[config.mk]
export PLATFORM = sky130hd
export DESIGN_NAME = vrc_top
export DESIGN_NICKNAME = d
export VERILOG_FILES = /design/src/pkg/vrc_pkg.sv /design/src/logic/vrc_sync.sv /design/src/logic/vrc_settle.sv /design/src/logic/vrc_top.sv
export SDC_FILE = /design/constraint.sdc
export NUM_CORES = 1
export LEC_CHECK = 0
export BUFFER_PORTS_ARGS = -buffer_cell sky130_fd_sc_hd__clkbuf_2
export CORE_MARGIN = 4
export CORE_UTILIZATION = 48
export CTS_BUF_LIST = sky130_fd_sc_hd__clkbuf_16
export CTS_CLUSTER_SIZE = 30
export DETAILED_ROUTE_END_ITERATION = 6
export PLACE_DENSITY_LB_ADDON = 0.12
export SYNTH_ARGS = -nofsm -noshare
export SYNTH_HDL_FRONTEND = slang
export SYNTH_SLANG_ARGS = --single-unit
[constraint.sdc]
create_clock -name clk_i -period 2.8 [get_ports clk_i]
set_clock_uncertainty 0.15 [all_clocks]
set_input_delay 0.14 -clock clk_i [delete_from_list [all_inputs] [get_ports clk_i]]
set_output_delay 0.14 -clock clk_i [all_outputs]
set_load 0.02 [all_outputs]
[src/pkg/vrc_pkg.sv]
// shared constants for the voltage reference control block
package vrc_pkg;
  localparam int          ADDR_W        = 4;
  localparam logic [3:0]  OFS_LADDER    = 4'h0;
  localparam logic [3:0]  OFS_FIXED     = 4'h4;
  localparam logic [7:0]  LADDER_RESET  = 8'h00;
  localparam logic [7:0]  FIXED_RESET   = 8'h00;
  localparam int          BIT_EN        = 7;
  localparam int          BIT_PIN       = 6;
  localparam int          BIT_RANGE     = 5;
  localparam int          BIT_SRC       = 4;
  localparam int          LVL_W         = 4;
  localparam int          BIT_FEN       = 7;
  localparam int          BIT_FST       = 6;
  localparam int          CLK_MHZ       = 100;
  localparam int          SETTLE_US     = 10;
  localparam int          SETTLE_CYC    = SETTLE_US * CLK_MHZ;
  localparam int          CNT_W         = 16;
  // output voltage in 1/96 of the source voltage, 96 = lcm of 24, 32 and 4
  localparam logic [7:0]  STEP_LOW      = 8'h04;
  localparam logic [7:0]  STEP_HIGH     = 8'h03;
  localparam logic [7:0]  QUARTER       = 8'h18;
endpackage

[src/logic/vrc_sync.sv]
// two-flop synchroniser for pin-side levels and power request levels
`timescale 1ns/100ps
module vrc_sync #(
  parameter int W = 1
) (
  input  wire logic         clk_i,
  input  wire logic         rst_i,
  input  wire logic         ce_i,
  input  wire logic [W-1:0] d_i,
  output logic      [W-1:0] q_o
);
  logic [W-1:0] meta;
  always_ff @(posedge clk_i) begin
    if (rst_i) begin
      meta <= '0;
      q_o  <= '0;
    end else if (ce_i) begin
      meta <= d_i;
      q_o  <= meta;
    end
  end
endmodule

[src/logic/vrc_settle.sv]
// settle timer for the fixed reference stable flag
`timescale 1ns/100ps
module vrc_settle #(
  parameter int SETTLE = vrc_pkg::SETTLE_CYC
) (
  input  wire logic clk_i,
  input  wire logic rst_i,
  input  wire logic ce_i,
  input  wire logic powered_i,
  output logic      stable_o
);
  logic [vrc_pkg::CNT_W-1:0] cnt;
  always_ff @(posedge clk_i) begin
    if (rst_i) begin
      cnt      <= '0;
      stable_o <= 1'b0;
    end else if (ce_i) begin
      if (!powered_i) begin
        cnt      <= '0;
        stable_o <= 1'b0;
      end else if (cnt == vrc_pkg::CNT_W'(SETTLE - 1)) begin
        stable_o <= 1'b1;
      end else begin
        cnt <= cnt + 1'b1;
      end
    end
  end
endmodule

[src/logic/vrc_top.sv]
// voltage reference control: ladder and fixed reference registers over wishbone
//
// Overview of operation
// ladder divider powered only while ladder enable is one.
// range select chooses one of two ranges; level code picks 16 levels.
// low range output is level times source over 24 plus low reference.
// high range is quarter source plus level times source over 32 plus low ref.
// source select one uses external reference pins, zero uses supply rails.
// with supply source the low reference term is zero.
// disabled, low range, code zero holds output at ground with no current.
// pin drive bit connects the ladder output to its pin.
// pin drive disables pin digital driver and input regardless of direction.
// port read of that pin returns zero while it carries the reference.
// wake from sleep leaves the ladder register unchanged.
// reset clears enables, pin drive, range select and level code.
// fixed reference enable bit powers the fixed reference.
// oscillator, voltage detector or brown-out requests also power it.
// stable flag reads one only after the fixed reference has settled.
// fixed register bits five to zero ignore writes and read zero.
// software waits or polls the stable flag before using the reference.
// stable flag clears when unpowered, sets after a count of powered cycles.
`timescale 1ns/100ps
module vrc_top #(
  parameter int SETTLE = vrc_pkg::SETTLE_CYC
) (
  input  wire logic                       clk_i,
  input  wire logic                       rst_i,
  input  wire logic                       ce_i,
  input  wire logic                       cyc_i,
  input  wire logic                       stb_i,
  input  wire logic                       we_i,
  input  wire logic [vrc_pkg::ADDR_W-1:0] adr_i,
  input  wire logic [3:0]                 sel_i,
  input  wire logic [31:0]                dat_i,
  output logic      [31:0]                dat_o,
  output logic                            ack_o,
  input  wire logic                       osc_request_i,
  input  wire logic                       detector_request_i,
  input  wire logic                       brownout_request_i,
  input  wire logic                       port_a_direction_i,
  input  wire logic                       pin_level_i,
  output logic                            ladder_power_o,
  output logic                            range_low_o,
  output logic                            source_external_o,
  output logic                            low_ref_from_pin_o,
  output logic      [vrc_pkg::LVL_W-1:0]  level_code_o,
  output logic      [7:0]                 ladder_fraction_o,
  output logic                            ladder_pin_drive_o,
  output logic                            pin_digital_out_en_o,
  output logic                            pin_input_en_o,
  output logic                            pin_read_o,
  output logic                            fixed_power_o,
  output logic                            fixed_stable_o
);
  typedef struct packed {
    logic [7:0]  ladder;
    logic        fen;
    logic        ack;
    logic [31:0] rdata;
    logic [7:0]  frac;
  } vrc_state_t;

  vrc_state_t st;
  vrc_state_t next_st;
  logic [2:0] req_sync;
  logic       req_any;
  logic       pin_sync;
  logic       stable;
  logic       acc;
  logic       hit_ladder;
  logic       hit_fixed;
  logic [7:0] lvl8;

  vrc_sync #(.W(3)) u_req_sync (
    .clk_i (clk_i),
    .rst_i (rst_i),
    .ce_i  (ce_i),
    .d_i   ({osc_request_i, detector_request_i, brownout_request_i}),
    .q_o   (req_sync)
  );

  vrc_sync #(.W(1)) u_pin_sync (
    .clk_i (clk_i),
    .rst_i (rst_i),
    .ce_i  (ce_i),
    .d_i   (pin_level_i),
    .q_o   (pin_sync)
  );

  assign req_any = |req_sync;

  vrc_settle #(.SETTLE(SETTLE)) u_settle (
    .clk_i     (clk_i),
    .rst_i     (rst_i),
    .ce_i      (ce_i),
    .powered_i (fixed_power_o),
    .stable_o  (stable)
  );

  assign acc        = cyc_i && stb_i && !st.ack;
  assign hit_ladder = adr_i == vrc_pkg::OFS_LADDER;
  assign hit_fixed  = adr_i == vrc_pkg::OFS_FIXED;
  assign lvl8       = {4'h0, st.ladder[vrc_pkg::LVL_W-1:0]};

  always_comb begin
    next_st     = st;
    next_st.ack = acc;
    if (acc && we_i && sel_i[0]) begin
      // no sleep input exists here, so the ladder register only changes on writes and reset
      if (hit_ladder) begin
        next_st.ladder = dat_i[7:0];
      end
      if (hit_fixed) begin
        next_st.fen = dat_i[vrc_pkg::BIT_FEN];
      end
    end
    next_st.rdata = 32'h0000_0000;
    if (acc && !we_i) begin
      if (hit_ladder) begin
        next_st.rdata[7:0] = st.ladder;
      end
      if (hit_fixed) begin
        next_st.rdata[vrc_pkg::BIT_FEN] = st.fen;
        next_st.rdata[vrc_pkg::BIT_FST] = stable;
      end
    end
    if (st.ladder[vrc_pkg::BIT_RANGE]) begin
      next_st.frac = 8'(lvl8 * vrc_pkg::STEP_LOW);
    end else begin
      next_st.frac = 8'(vrc_pkg::QUARTER + lvl8 * vrc_pkg::STEP_HIGH);
    end
  end

  always_ff @(posedge clk_i) begin
    if (rst_i) begin
      st.ladder <= vrc_pkg::LADDER_RESET;
      st.fen    <= vrc_pkg::FIXED_RESET[vrc_pkg::BIT_FEN];
      st.ack    <= 1'b0;
      st.rdata  <= 32'h0000_0000;
      st.frac   <= vrc_pkg::QUARTER;
    end else if (ce_i) begin
      st <= next_st;
    end
  end

  assign ack_o  = st.ack;
  assign dat_o  = st.rdata;
  assign ladder_power_o     = st.ladder[vrc_pkg::BIT_EN];
  assign range_low_o        = st.ladder[vrc_pkg::BIT_RANGE];
  assign source_external_o  = st.ladder[vrc_pkg::BIT_SRC];
  assign low_ref_from_pin_o = st.ladder[vrc_pkg::BIT_SRC];
  assign level_code_o       = st.ladder[vrc_pkg::LVL_W-1:0];
  assign ladder_fraction_o  = st.frac;
  assign ladder_pin_drive_o = st.ladder[vrc_pkg::BIT_PIN];
  // direction is ignored while the reference owns the pin
  assign pin_digital_out_en_o = !st.ladder[vrc_pkg::BIT_PIN] && !port_a_direction_i;
  assign pin_input_en_o       = !st.ladder[vrc_pkg::BIT_PIN];
  assign pin_read_o           = pin_sync && !st.ladder[vrc_pkg::BIT_PIN];
  assign fixed_power_o  = st.fen || req_any;
  assign fixed_stable_o = stable;
endmodule

[Word level (Yosys, flattened, before mapping)]
Cells that the tools add are included.
Storage, ports and cells
  register bits after elaboration: 51
  input port bits: 51
  output and inout port bits: 55
  logic and storage cells: 44
Cells by class
  add/subtract/negate cells: 2
  multiply operators: 1
  equal/unequal tests: 4
  multiplexer cells: 8
  reductions and logical operators: 18
Operators by type and width (count)
  two-way mux 16 bit: 2
  adder 16 x 1 -> 16 bit (second input constant): 1
  == test 16 x 10 -> 1 bit (second input constant): 1
  two-way mux 8 bit: 2
  adder 5 x 6 -> 7 bit (first input constant): 1
  logical AND 1 bit: 7
  two-way mux 7 bit: 1
  multiplier 4 x 2 -> 6 bit (second input constant): 1
  AND reduction 3 bit: 2
  == test 4 x 3 -> 1 bit (second input constant): 1
  zero test 1 bit: 4
  zero test 4 bit: 1
  != test 2 bit (second input constant): 2
  AND reduction 2 bit: 2
  OR reduction 3 bit: 1
  two-way mux 1 bit: 2
  two-way mux 2 bit: 1
  logical OR 1 bit: 1

[Longest topological paths before layout]
Gate-level depths: netlist (run 1).
  depth after elaboration: 5
  mapped depth: 8
  mapped depth without buffers: 8

[By module]
From an unflattened synthesis (run 1), not the netlist that was laid out.
Second synthesis, totals
  cells, all modules: 300
  area total of the unflattened synthesis: 2682.6 um2
By module, submodules not included
  vrc_top: times used 1, cells each 178, area each 1562.7 um2, sequential area each 500.5 um2
  vrc_settle: times used 1, cells each 97, area each 838.3 um2, sequential area each 340.3 um2
  vrc_sync (u_req_sync): times used 1, cells each 19, area each 214.0 um2, sequential area each 120.1 um2
  vrc_sync (u_pin_sync): times used 1, cells each 6, area each 67.6 um2, sequential area each 40.0 um2

[Worst setup path after synthesis (run 1)]
OpenSTA, ideal clock, no wires.
  kind: register -> register
  start: register st (netlist bit level_code_o[2])
  end: register st (netlist bit ladder_fraction_o[4])
  library setup time: 0.120 ns
  data arrival time: 1.697 ns
  required time: 2.530 ns
  slack: 0.834 ns
  stages on the path, launching flop included: 9
  buffers on the path: 0
  clock period less this slack: 1.966 ns
  cell sequence: dfxtp_1 ha_1 ha_1 inv_1 fa_1 xor2_1 nand2_1 a21oi_1 a211o_1
On the way
  cells in the longest elaborated chain, start to end: 3
Ends and longest elaborated chain
  start: declaration: RTL line vrc_top.sv:63  | vrc_state_t st;
  start signal: assignment: RTL line vrc_top.sv:142  | st <= next_st;
  multiplier 4 x 2 -> 6 bit: RTL line vrc_top.sv:130  | next_st.frac = 8'(vrc_pkg::QUARTER + lvl8 * vrc_pkg::STEP_HIGH);
  adder 5 x 6 -> 7 bit: RTL line vrc_top.sv:130
  two-way mux 7 bit (*): RTL line vrc_top.sv:127  | if (st.ladder[vrc_pkg::BIT_RANGE]) begin
Every way passes the cells marked *; elsewhere a longest branch is shown, timed or not.
A chain may end at the register's enable or synchronous reset.

[Worst setup path in the final report (run 1)]
  start: register st (netlist bit level_code_o[3])
  end: register st (netlist bit ladder_fraction_o[4])
On the way
  cells in the longest elaborated chain, start to end: 3
Ends and longest elaborated chain (RTL line)
  multiplier 4 x 2 -> 6 bit: vrc_top.sv:130
  adder 5 x 6 -> 7 bit: vrc_top.sv:130
  two-way mux 7 bit: vrc_top.sv:127
Every way passes these cells.

==> results of run 1 <==
## worst max-delay path, delay by kind of cell (launching register included)
kind	cells	cell delay [ns]
AND/OR/NAND/NOR	1	0.06
adder cells (fa/ha/maj)	2	0.75
AO/OA/AOI/OAI	2	0.28
flip-flops	1	0.41
buffers and inverters	2	0.20
XOR/XNOR	1	0.15
## routing by layer
metal	part of all wire, %	track usage [%]
met1	45	20.82
met2	46	27.12
met3	8.0	4.496
met4	1.0	4.983
met5	0	0
## per-stage QoR
stage / power (mW) / instances
after floorplan: 0.8566 / 314
after global placement: 0.8600 / 385
after detailed placement: 0.8608 / 385
after CTS: 1.441 / 404
after global routing: 1.485 / 404
final: 1.427 / 404
## cell families after synthesis
group / Yosys count / share of synthesized area, %
compound gates: 40 / 10.13
flops: 50 / 38.39
other cells: 1 / 0.1438
simple gates: 102 / 21.26
fa+ha+maj: 8 / 4.415
mux: 18 / 6.910
buf+inv: 62 / 15.74
xor+xnor: 9 / 3.023
## placed cells by master (no fill, tap or decap), types with 3 or more instances in the layout
cell type | netlist | routed
conb_1 | 1 | 25
a21oi_1 | 11 | 11
nand2_1 | 15 | 15
nand4_1 | 6 | 6
a31oi_1 | 3 | 3
clkbuf_2 | 0 | 53
clkbuf_16 | 0 | 5
nor4_1 | 3 | 3
xor2_1 | 6 | 6
or3_1 | 4 | 4
o21ai_0 | 6 | 6
dfxtp_1 | 50 | 50
inv_1 | 7 | 8
nor3_1 | 3 | 3
nor2b_1 | 3 | 3
ha_1 | 6 | 6
nand3_1 | 10 | 10
xnor2_1 | 3 | 3
nor2_1 | 39 | 39
a22oi_1 | 6 | 6
a211oi_1 | 4 | 4
dlygate4sd3_1 | 0 | 12
mux2i_1 | 18 | 18
## worst max-delay path by stage
stage / from / to / slack, ns / cells after the start
floorplan: level_code_o[2]$_SDFFE_PP0P_ / ladder_fraction_o[4]$_SDFFE_PP1P_ / 0.83 / 8
global placement: level_code_o[3]$_SDFFE_PP0P_ / ladder_fraction_o[4]$_SDFFE_PP1P_ / 0.72 / 8
detailed placement: level_code_o[3]$_SDFFE_PP0P_ / ladder_fraction_o[4]$_SDFFE_PP1P_ / 0.70 / 8
CTS: level_code_o[3]$_SDFFE_PP0P_ / ladder_fraction_o[4]$_SDFFE_PP1P_ / 0.69 / 8
global route: level_code_o[2]$_SDFFE_PP0P_ / ladder_fraction_o[5]$_SDFFE_PP0P_ / 0.58 / 6
finish: level_code_o[3]$_SDFFE_PP0P_ / ladder_fraction_o[4]$_SDFFE_PP1P_ / 0.68 / 8
## state kept, by name (all words and copies together), names as in the netlist
name                cells
u_settle.stable_o       1
level_code_o            4
u_req_sync.meta         3
u_pin_sync.meta         1
ladder_pin_drive_o      1
st                      1
u_pin_sync.q_o          1
dat_o                   8
low_ref_from_pin_o      1
u_req_sync.q_o          3
ladder_fraction_o       7
ladder_power_o          1
ack_o                   1
range_low_o             1
u_settle.cnt           16
## where the power goes
| part | internal (mW) | switching, mW | leakage (nW) | total [mW] |
|---|---|---|---|---|
| registers | 0.721 | 0.00654 | 0.405 | 0.728 |
| clock network | 0.323 | 0.246 | 0.0671 | 0.569 |
| logic | 0.0440 | 0.0862 | 0.762 | 0.130 |
## cell usage after synthesis, drive strengths merged
cell type  number
a221oi          2
or3             5
clkinv          1
conb            1
or4b            1
nor2b           3
o2111ai         1
xor2            6
xnor2           3
and3            2
nand2          15
mux2i          18
o41ai           1
and3b           1
a211o           2
a21oi          11
a22oi           6
nand4           6
or4             4
o21ai           6
ha              6
and4            3
inv             7
a211oi          4
clkbuf          5
nor4            4
nor3b           1
a31oi           3
dfxtp          50
nor2           39
nand3          10
fa              2
o211ai          1
or3b            1
o21ba           1
a21boi          1
nor3            6
buf            49
nand4b          1
a21o            1
## cell type report
class,instances,area share [%]
Timing Repair Buffer,67,13.61
Sequential cell,50,34.03
Inverter,8,1.021
Clock buffer,5,4.254
Tap cell,70,2.977
Multi-Input combinational cell,202,43.73
Clock inverter,2,0.3828
==> impl_metrics.json, run 1 <==
{
  "status": "completed",
  "synth_top_area_cell": "dfxtp_1",
  "fill_cells": 478,
  "cp.arrival_ns": 2.14,
  "slew-limit-headroom_pct": 43.37,
  "crit_path_end_kind": "flop",
  "fin_setup_tns_ns": 0,
  "cts_num_sinks": 50,
  "die-area_um2": 6676,
  "rrSetupSlack_ns": 0.68,
  "worstSkewPairLatency_ns": 0.28,
  "gp_congestion": 0.8032,
  "r2r-end": "ladder_fraction_o[4]$_SDFFE_PP1P_",
  "via_count": 2061,
  "post-cts-setup-buffers": 0,
  "post-route-util_pct": 56.87,
  "period_needed_ns": 2.115,
  "final_antenna_net_count": 0,
  "setup_viol": 0,
  "drv_slew": 0,
  "synth.top_cell.area_share_pct": 38.39,
  "dr.first_iter.drc_count": 94,
  "whs_path_depth": 4,
  "grt_pass1_wl_um": 8597,
  "fmax_mhz": 472.7,
  "worst_pin_slew_ns": 0.8385,
  "slowest_delay_ns": 0.45,
  "wire_per_inst_um": 12.65,
  "cp_slowest_cell": "fa_1",
  "multi_input_area_um2": 1286,
  "r2r_start": "level_code_o[3]$_SDFFE_PP0P_",
  "cp_max_fo": 5,
  "hpwl_um": 3667,
  "cp_cell_sequence": "inv_1, ha_1, inv_1, fa_1, xor2_1, nand2_1, a21oi_1, a211o_1",
  "hold_buffers": 12,
  "boundaryPins": 106,
  "reg2reg_depth": 8,
  "yosysUniqueCellTypes": 49,
  "yosysWarnings": 0,
  "initial_core_util_pct": 50.41,
  "core_um2": 5172,
  "crit_top_cell": "inv_1",
  "rsz0062_at_grt": "no",
  "syn_area_per_cell_um2": 8.991,
  "overflow": 0,
  "start_kind": "flop",
  "floorplan.die.width_um": 81.71,
  "grt_max_degree": 40,
  "nets": 393,
  "grt_pass1_vias": 1850,
  "area_growth_pct": 12.81,
  "worstHoldPathType": "input pin to flop",
  "synth-seq-cells": 50,
  "finalCritPeriodShare_pct": 75.55,
  "post-place-ws_ns": 0.6998,
  "power.leakage_nw": 1.234,
  "yosys-top-cells-area": "dfxtp_1 (38%), buf_4 (13%), mux2i_1 (6.9%), nor2_1 (5.6%), ha_1 (2.9%)",
  "drc": 0,
  "cts_tree": "built",
  "diodes": 0,
  "port_buffers": 53,
  "synth_seq_area_share_pct": 38.39,
  "htreeDepth": 2,
  "numCtsBuffers": 5,
  "fin_area_um2": 2942,
  "synthesis.area_um2": 2608,
  "drt-vias-per-instance": 5.101,
  "postPlaceCellArea_um2": 2685,
  "firstDrtPassIters": 4,
  "crit_type": "flop to flop",
  "die_h_um": 81.71,
  "ctsResizeCount": 0,
  "wl_um": 5112,
  "max_cap_violations": 0,
  "syn_inst": 290,
  "clockBufferDepth": 2,
  "path_clk_slew_ns": 0.06,
  "powerDensity_nw_per_um2": 485.1,
  "vdd_drop_max_v": 0.0002682,
  "worstHoldStart": "we_i",
  "whs_ns": 0.1460,
  "whs_endpoint": "dat_o[0]$_SDFFE_PP0P_",
  "drive_gt1_share_pct": 21.56,
  "timing.final.ws_setup_ns": 0.6846,
  "antenna_found_initial": 0,
  "cts_root_buffer": "clkbuf_16",
  "finalHoldViolCount": 0,
  "seqCellArea_um2": 1001,
  "required_ns": 2.83,
  "grtUsageTotal_pct": 16.40,
  "fp-row-count": 26
}
Power figures use the tool's default switching activity.
==> run 2: changes to the inputs <==
--- a/config.mk
+++ b/config.mk
@@ -5,9 +5,10 @@
 export SDC_FILE = /design/constraint.sdc
 export NUM_CORES = 1
 export LEC_CHECK = 0
+export ABC_AREA = 1
 export BUFFER_PORTS_ARGS = -buffer_cell sky130_fd_sc_hd__clkbuf_2
 export CORE_MARGIN = 4
-export CORE_UTILIZATION = 48
+export CORE_UTILIZATION = 45
 export CTS_BUF_LIST = sky130_fd_sc_hd__clkbuf_16
 export CTS_CLUSTER_SIZE = 30
 export DETAILED_ROUTE_END_ITERATION = 6
==> constraint.sdc (replaced) <==
create_clock -name clk_i -period 1.75 [get_ports clk_i]
set_clock_uncertainty 0.15 [all_clocks]
set_input_delay 0.0875 -clock clk_i [delete_from_list [all_inputs] [get_ports clk_i]]
set_output_delay 0.0875 -clock clk_i [all_outputs]
set_load 0.02 [all_outputs]
==> run 2 against run 1 <==
Effect of this change:
- the run now ends with setup timing left
- cell area rose by 19%
- via count grew 31%
- sequential cell count unchanged
- critical path depth is 1 higher
- synthesized cell count grew 49%
- critical path type unchanged
- largest power group unchanged
==> impl_metrics.json, run 2 <==
{
  "status": "finished, violations left",
  "violations": "setup timing",
  "power.leakage_nw": 1.652,
  "crit_type": "flop to flop",
  "max_cap_violations": 0,
  "post-route-util_pct": 54.84,
  "fin_total_pwr_mw": 2.451,
  "cts_tree": "built",
  "final_common_cell": "nand2_1",
  "core_um2": 6386,
  "fp-row-count": 29,
  "drive_gt1_share_pct": 22.92,
  "syn_area_per_cell_um2": 6.877,
  "drt-vias-per-instance": 4.725,
  "largest_reg_flops": 16,
  "fin_area_um2": 3502,
  "rsz0062_at_grt": "yes",
  "clockBufferDepth": 2,
  "post-place-ws_ns": -0.03951,
  "crit_path_end_kind": "flop",
  "worstHoldPathType": "input pin to flop",
  "area_growth_pct": 17.61,
  "postPlaceCellArea_um2": 3193,
  "boundaryPins": 106,
  "initial_core_util_pct": 46.63,
  "timing.final.ws_setup_ns": -0.03175,
  "port_buffers": 53,
  "required_ns": 1.79,
  "drc": 0,
  "final_antenna_net_count": 0,
  "grt_max_degree": 29,
  "grt_pass1_vias": 2476,
  "synthArstFlopShare_pct": 0,
  "fmax_mhz": 561.2,
  "place_inst": 548,
  "grtUsageTotal_pct": 18.02,
  "overflow": 0,
  "yosys-top-cells-area": "dfxtp_1 (34%), buf_4 (11%), nand2_1 (10%), nor2_1 (8.9%), nand3_1 (5.5%)",
  "die-area_um2": 7983,
  "dr.first_iter.drc_count": 134,
  "path_clk_slew_ns": 0.07,
  "die_h_um": 89.35,
  "start_kind": "flop",
  "powerDensity_nw_per_um2": 700.0,
  "reg2reg_depth": 9,
  "synth_common_cells": "nand2_1 (79), nor2_1 (71), dfxtp_1 (50)",
  "seqCellArea_um2": 1007,
  "grt_pass1_wl_um": 11410,
  "firstDrtPassIters": 4,
  "whs_ns": 0.07282,
  "fin_setup_tns_ns": -0.05484,
  "r2r_start": "level_code_o[2]$_SDFFE_PP0P_",
  "multi_input_area_um2": 1544,
  "finalCritPeriodShare_pct": 101.8,
  "cp_max_fo": 5,
  "cp.arrival_ns": 1.82,
  "htreeDepth": 2,
  "antenna_found_initial": 0,
  "gp_congestion": 0.8910,
  "synth_seq_area_share_pct": 33.61,
  "via_count": 2693,
  "synthesis.area_um2": 2978,
  "synth.most_common_cell": "nand2_1",
  "layout_common_cells": "nand2_1 (79), nor2_1 (71), clkbuf_2 (53)",
  "finalHoldViolCount": 0,
  "hpwl_um": 5184,
  "synth.top_cell.area_share_pct": 33.61,
  "ys.flop_type": "dfxtp_1",
  "setup_viol": 3,
  "crit_end": "ladder_fraction_o[5]$_SDFFE_PP0P_",
  "worstSkewPairLatency_ns": 0.29,
  "synth_edf_count": 0,
  "period_needed_ns": 1.782,
  "syn_inst": 433,
  "diodes": 0,
  "yosysUniqueCellTypes": 33,
  "synth-seq-cells": 50,
  "cp-startpoint": "level_code_o[2]$_SDFFE_PP0P_",
  "numCtsBuffers": 5,
  "synth_top_area_cell": "dfxtp_1",
  "cts_root_buffer": "clkbuf_16",
  "vdd_drop_max_v": 0.0006657,
  "r2r-end": "ladder_fraction_o[5]$_SDFFE_PP0P_",
  "largest-register": "u_settle.cnt",
  "wl_um": 6845,
  "drv_slew": 0,
  "floorplan.die.width_um": 89.35,
  "yosysWarnings": 0,
  "fin_cells": 570,
  "nets": 551,
  "wire_per_inst_um": 12.01,
  "cts_num_sinks": 50,
  "fill_cells": 661,
  "rrSetupSlack_ns": -0.03
}
[run 2: cell types whose count changed in the layout (fill, tap and decap cells not counted), sizes merged, moves of 6 or more]
cell / before / now
nand3: 10 / 34
buf: 2 / 18
nor2: 39 / 76
o21ai: 6 / 24
nand2: 15 / 88
mux2i: 18 / 0
inv: 8 / 48
a22oi: 6 / 0
a21oi: 11 / 27
[run 2: kinds of logic (layout without fill, tap and decap cells)]
logic type	Yosys count	count (layout)	share of synthesized area (%)
fa+ha+maj	8	8	3.866
buf+inv	105	141	19.41
xor+xnor	2	2	0.5883
other cells	1	25	0.1259
flops	50	50	33.61
compound gates	57	57	10.08
simple gates	210	210	32.31
[run 2: what timing repair did]
item / CTS / global route
resized for setup: 2 / 5
hold buffers: 12 / 0
hold endpoints to repair: 13 / 0
endpoints found under the setup margin: 3 / 15
setup buffers: 0 / 2
pin swaps: 3 / 2
[run 2: final cells by class]
cell class | instances | area share (%)
multi-input cells | 302 | 44.09
flip-flops and latches | 50 | 28.76
repair buffers | 83 | 14.86
inverters | 50 | 5.359
clock buffers | 5 | 3.573
well taps | 77 | 2.751
clock inverters | 3 | 0.6074
[run 2: power by group]
group / total, mW / switching, mW / internal [mW] / leakage (nW)
Clock: 0.961 / 0.431 / 0.530 / 0.0698
Combinational: 0.313 / 0.207 / 0.107 / 1.17
Sequential: 1.18 / 0.0166 / 1.16 / 0.408
[run 2: critical path, cell delays in order, from the launching register on]
cell and delay [ns]:
dfxtp_4 0.37, ha_4 0.16, fa_1 0.48, nand2_1 0.05
nor2_1 0.11, o21ai_2 0.08, a21oi_2 0.13, o21ai_1 0.07
nand2_1 0.06, inv_1 0.03
[run 2: worst min path at each step]
stage | cells past startpoint | slack [ns] | end | start
after floorplan | 2 | 0.07 | level_code_o[2]$_SDFFE_PP0P_ | dat_i[2]
after global placement | 3 | 0.16 | u_req_sync.meta[0]$_SDFFE_PP0P_ | brownout_request_i
after detailed placement | 3 | 0.17 | u_req_sync.meta[0]$_SDFFE_PP0P_ | brownout_request_i
after CTS | 4 | 0.06 | st[41]$_SDFFE_PP0P_ | adr_i[2]
after global routing | 3 | 0.12 | dat_o[0]$_SDFFE_PP0P_ | rst_i
final | 5 | 0.07 | ack_o$_SDFFE_PP0P_ | stb_i
[run 2: routing by layer]
layer / up-vias / wire length (um) / track usage, %
met2: 55 / 3375 / 30.41
met3: 7 / 313 / 3.779
met5: - / 0 / 0
li1: 1415 / - / -
met1: 1216 / 3061 / 23.35
met4: 0 / 95 / 4.736
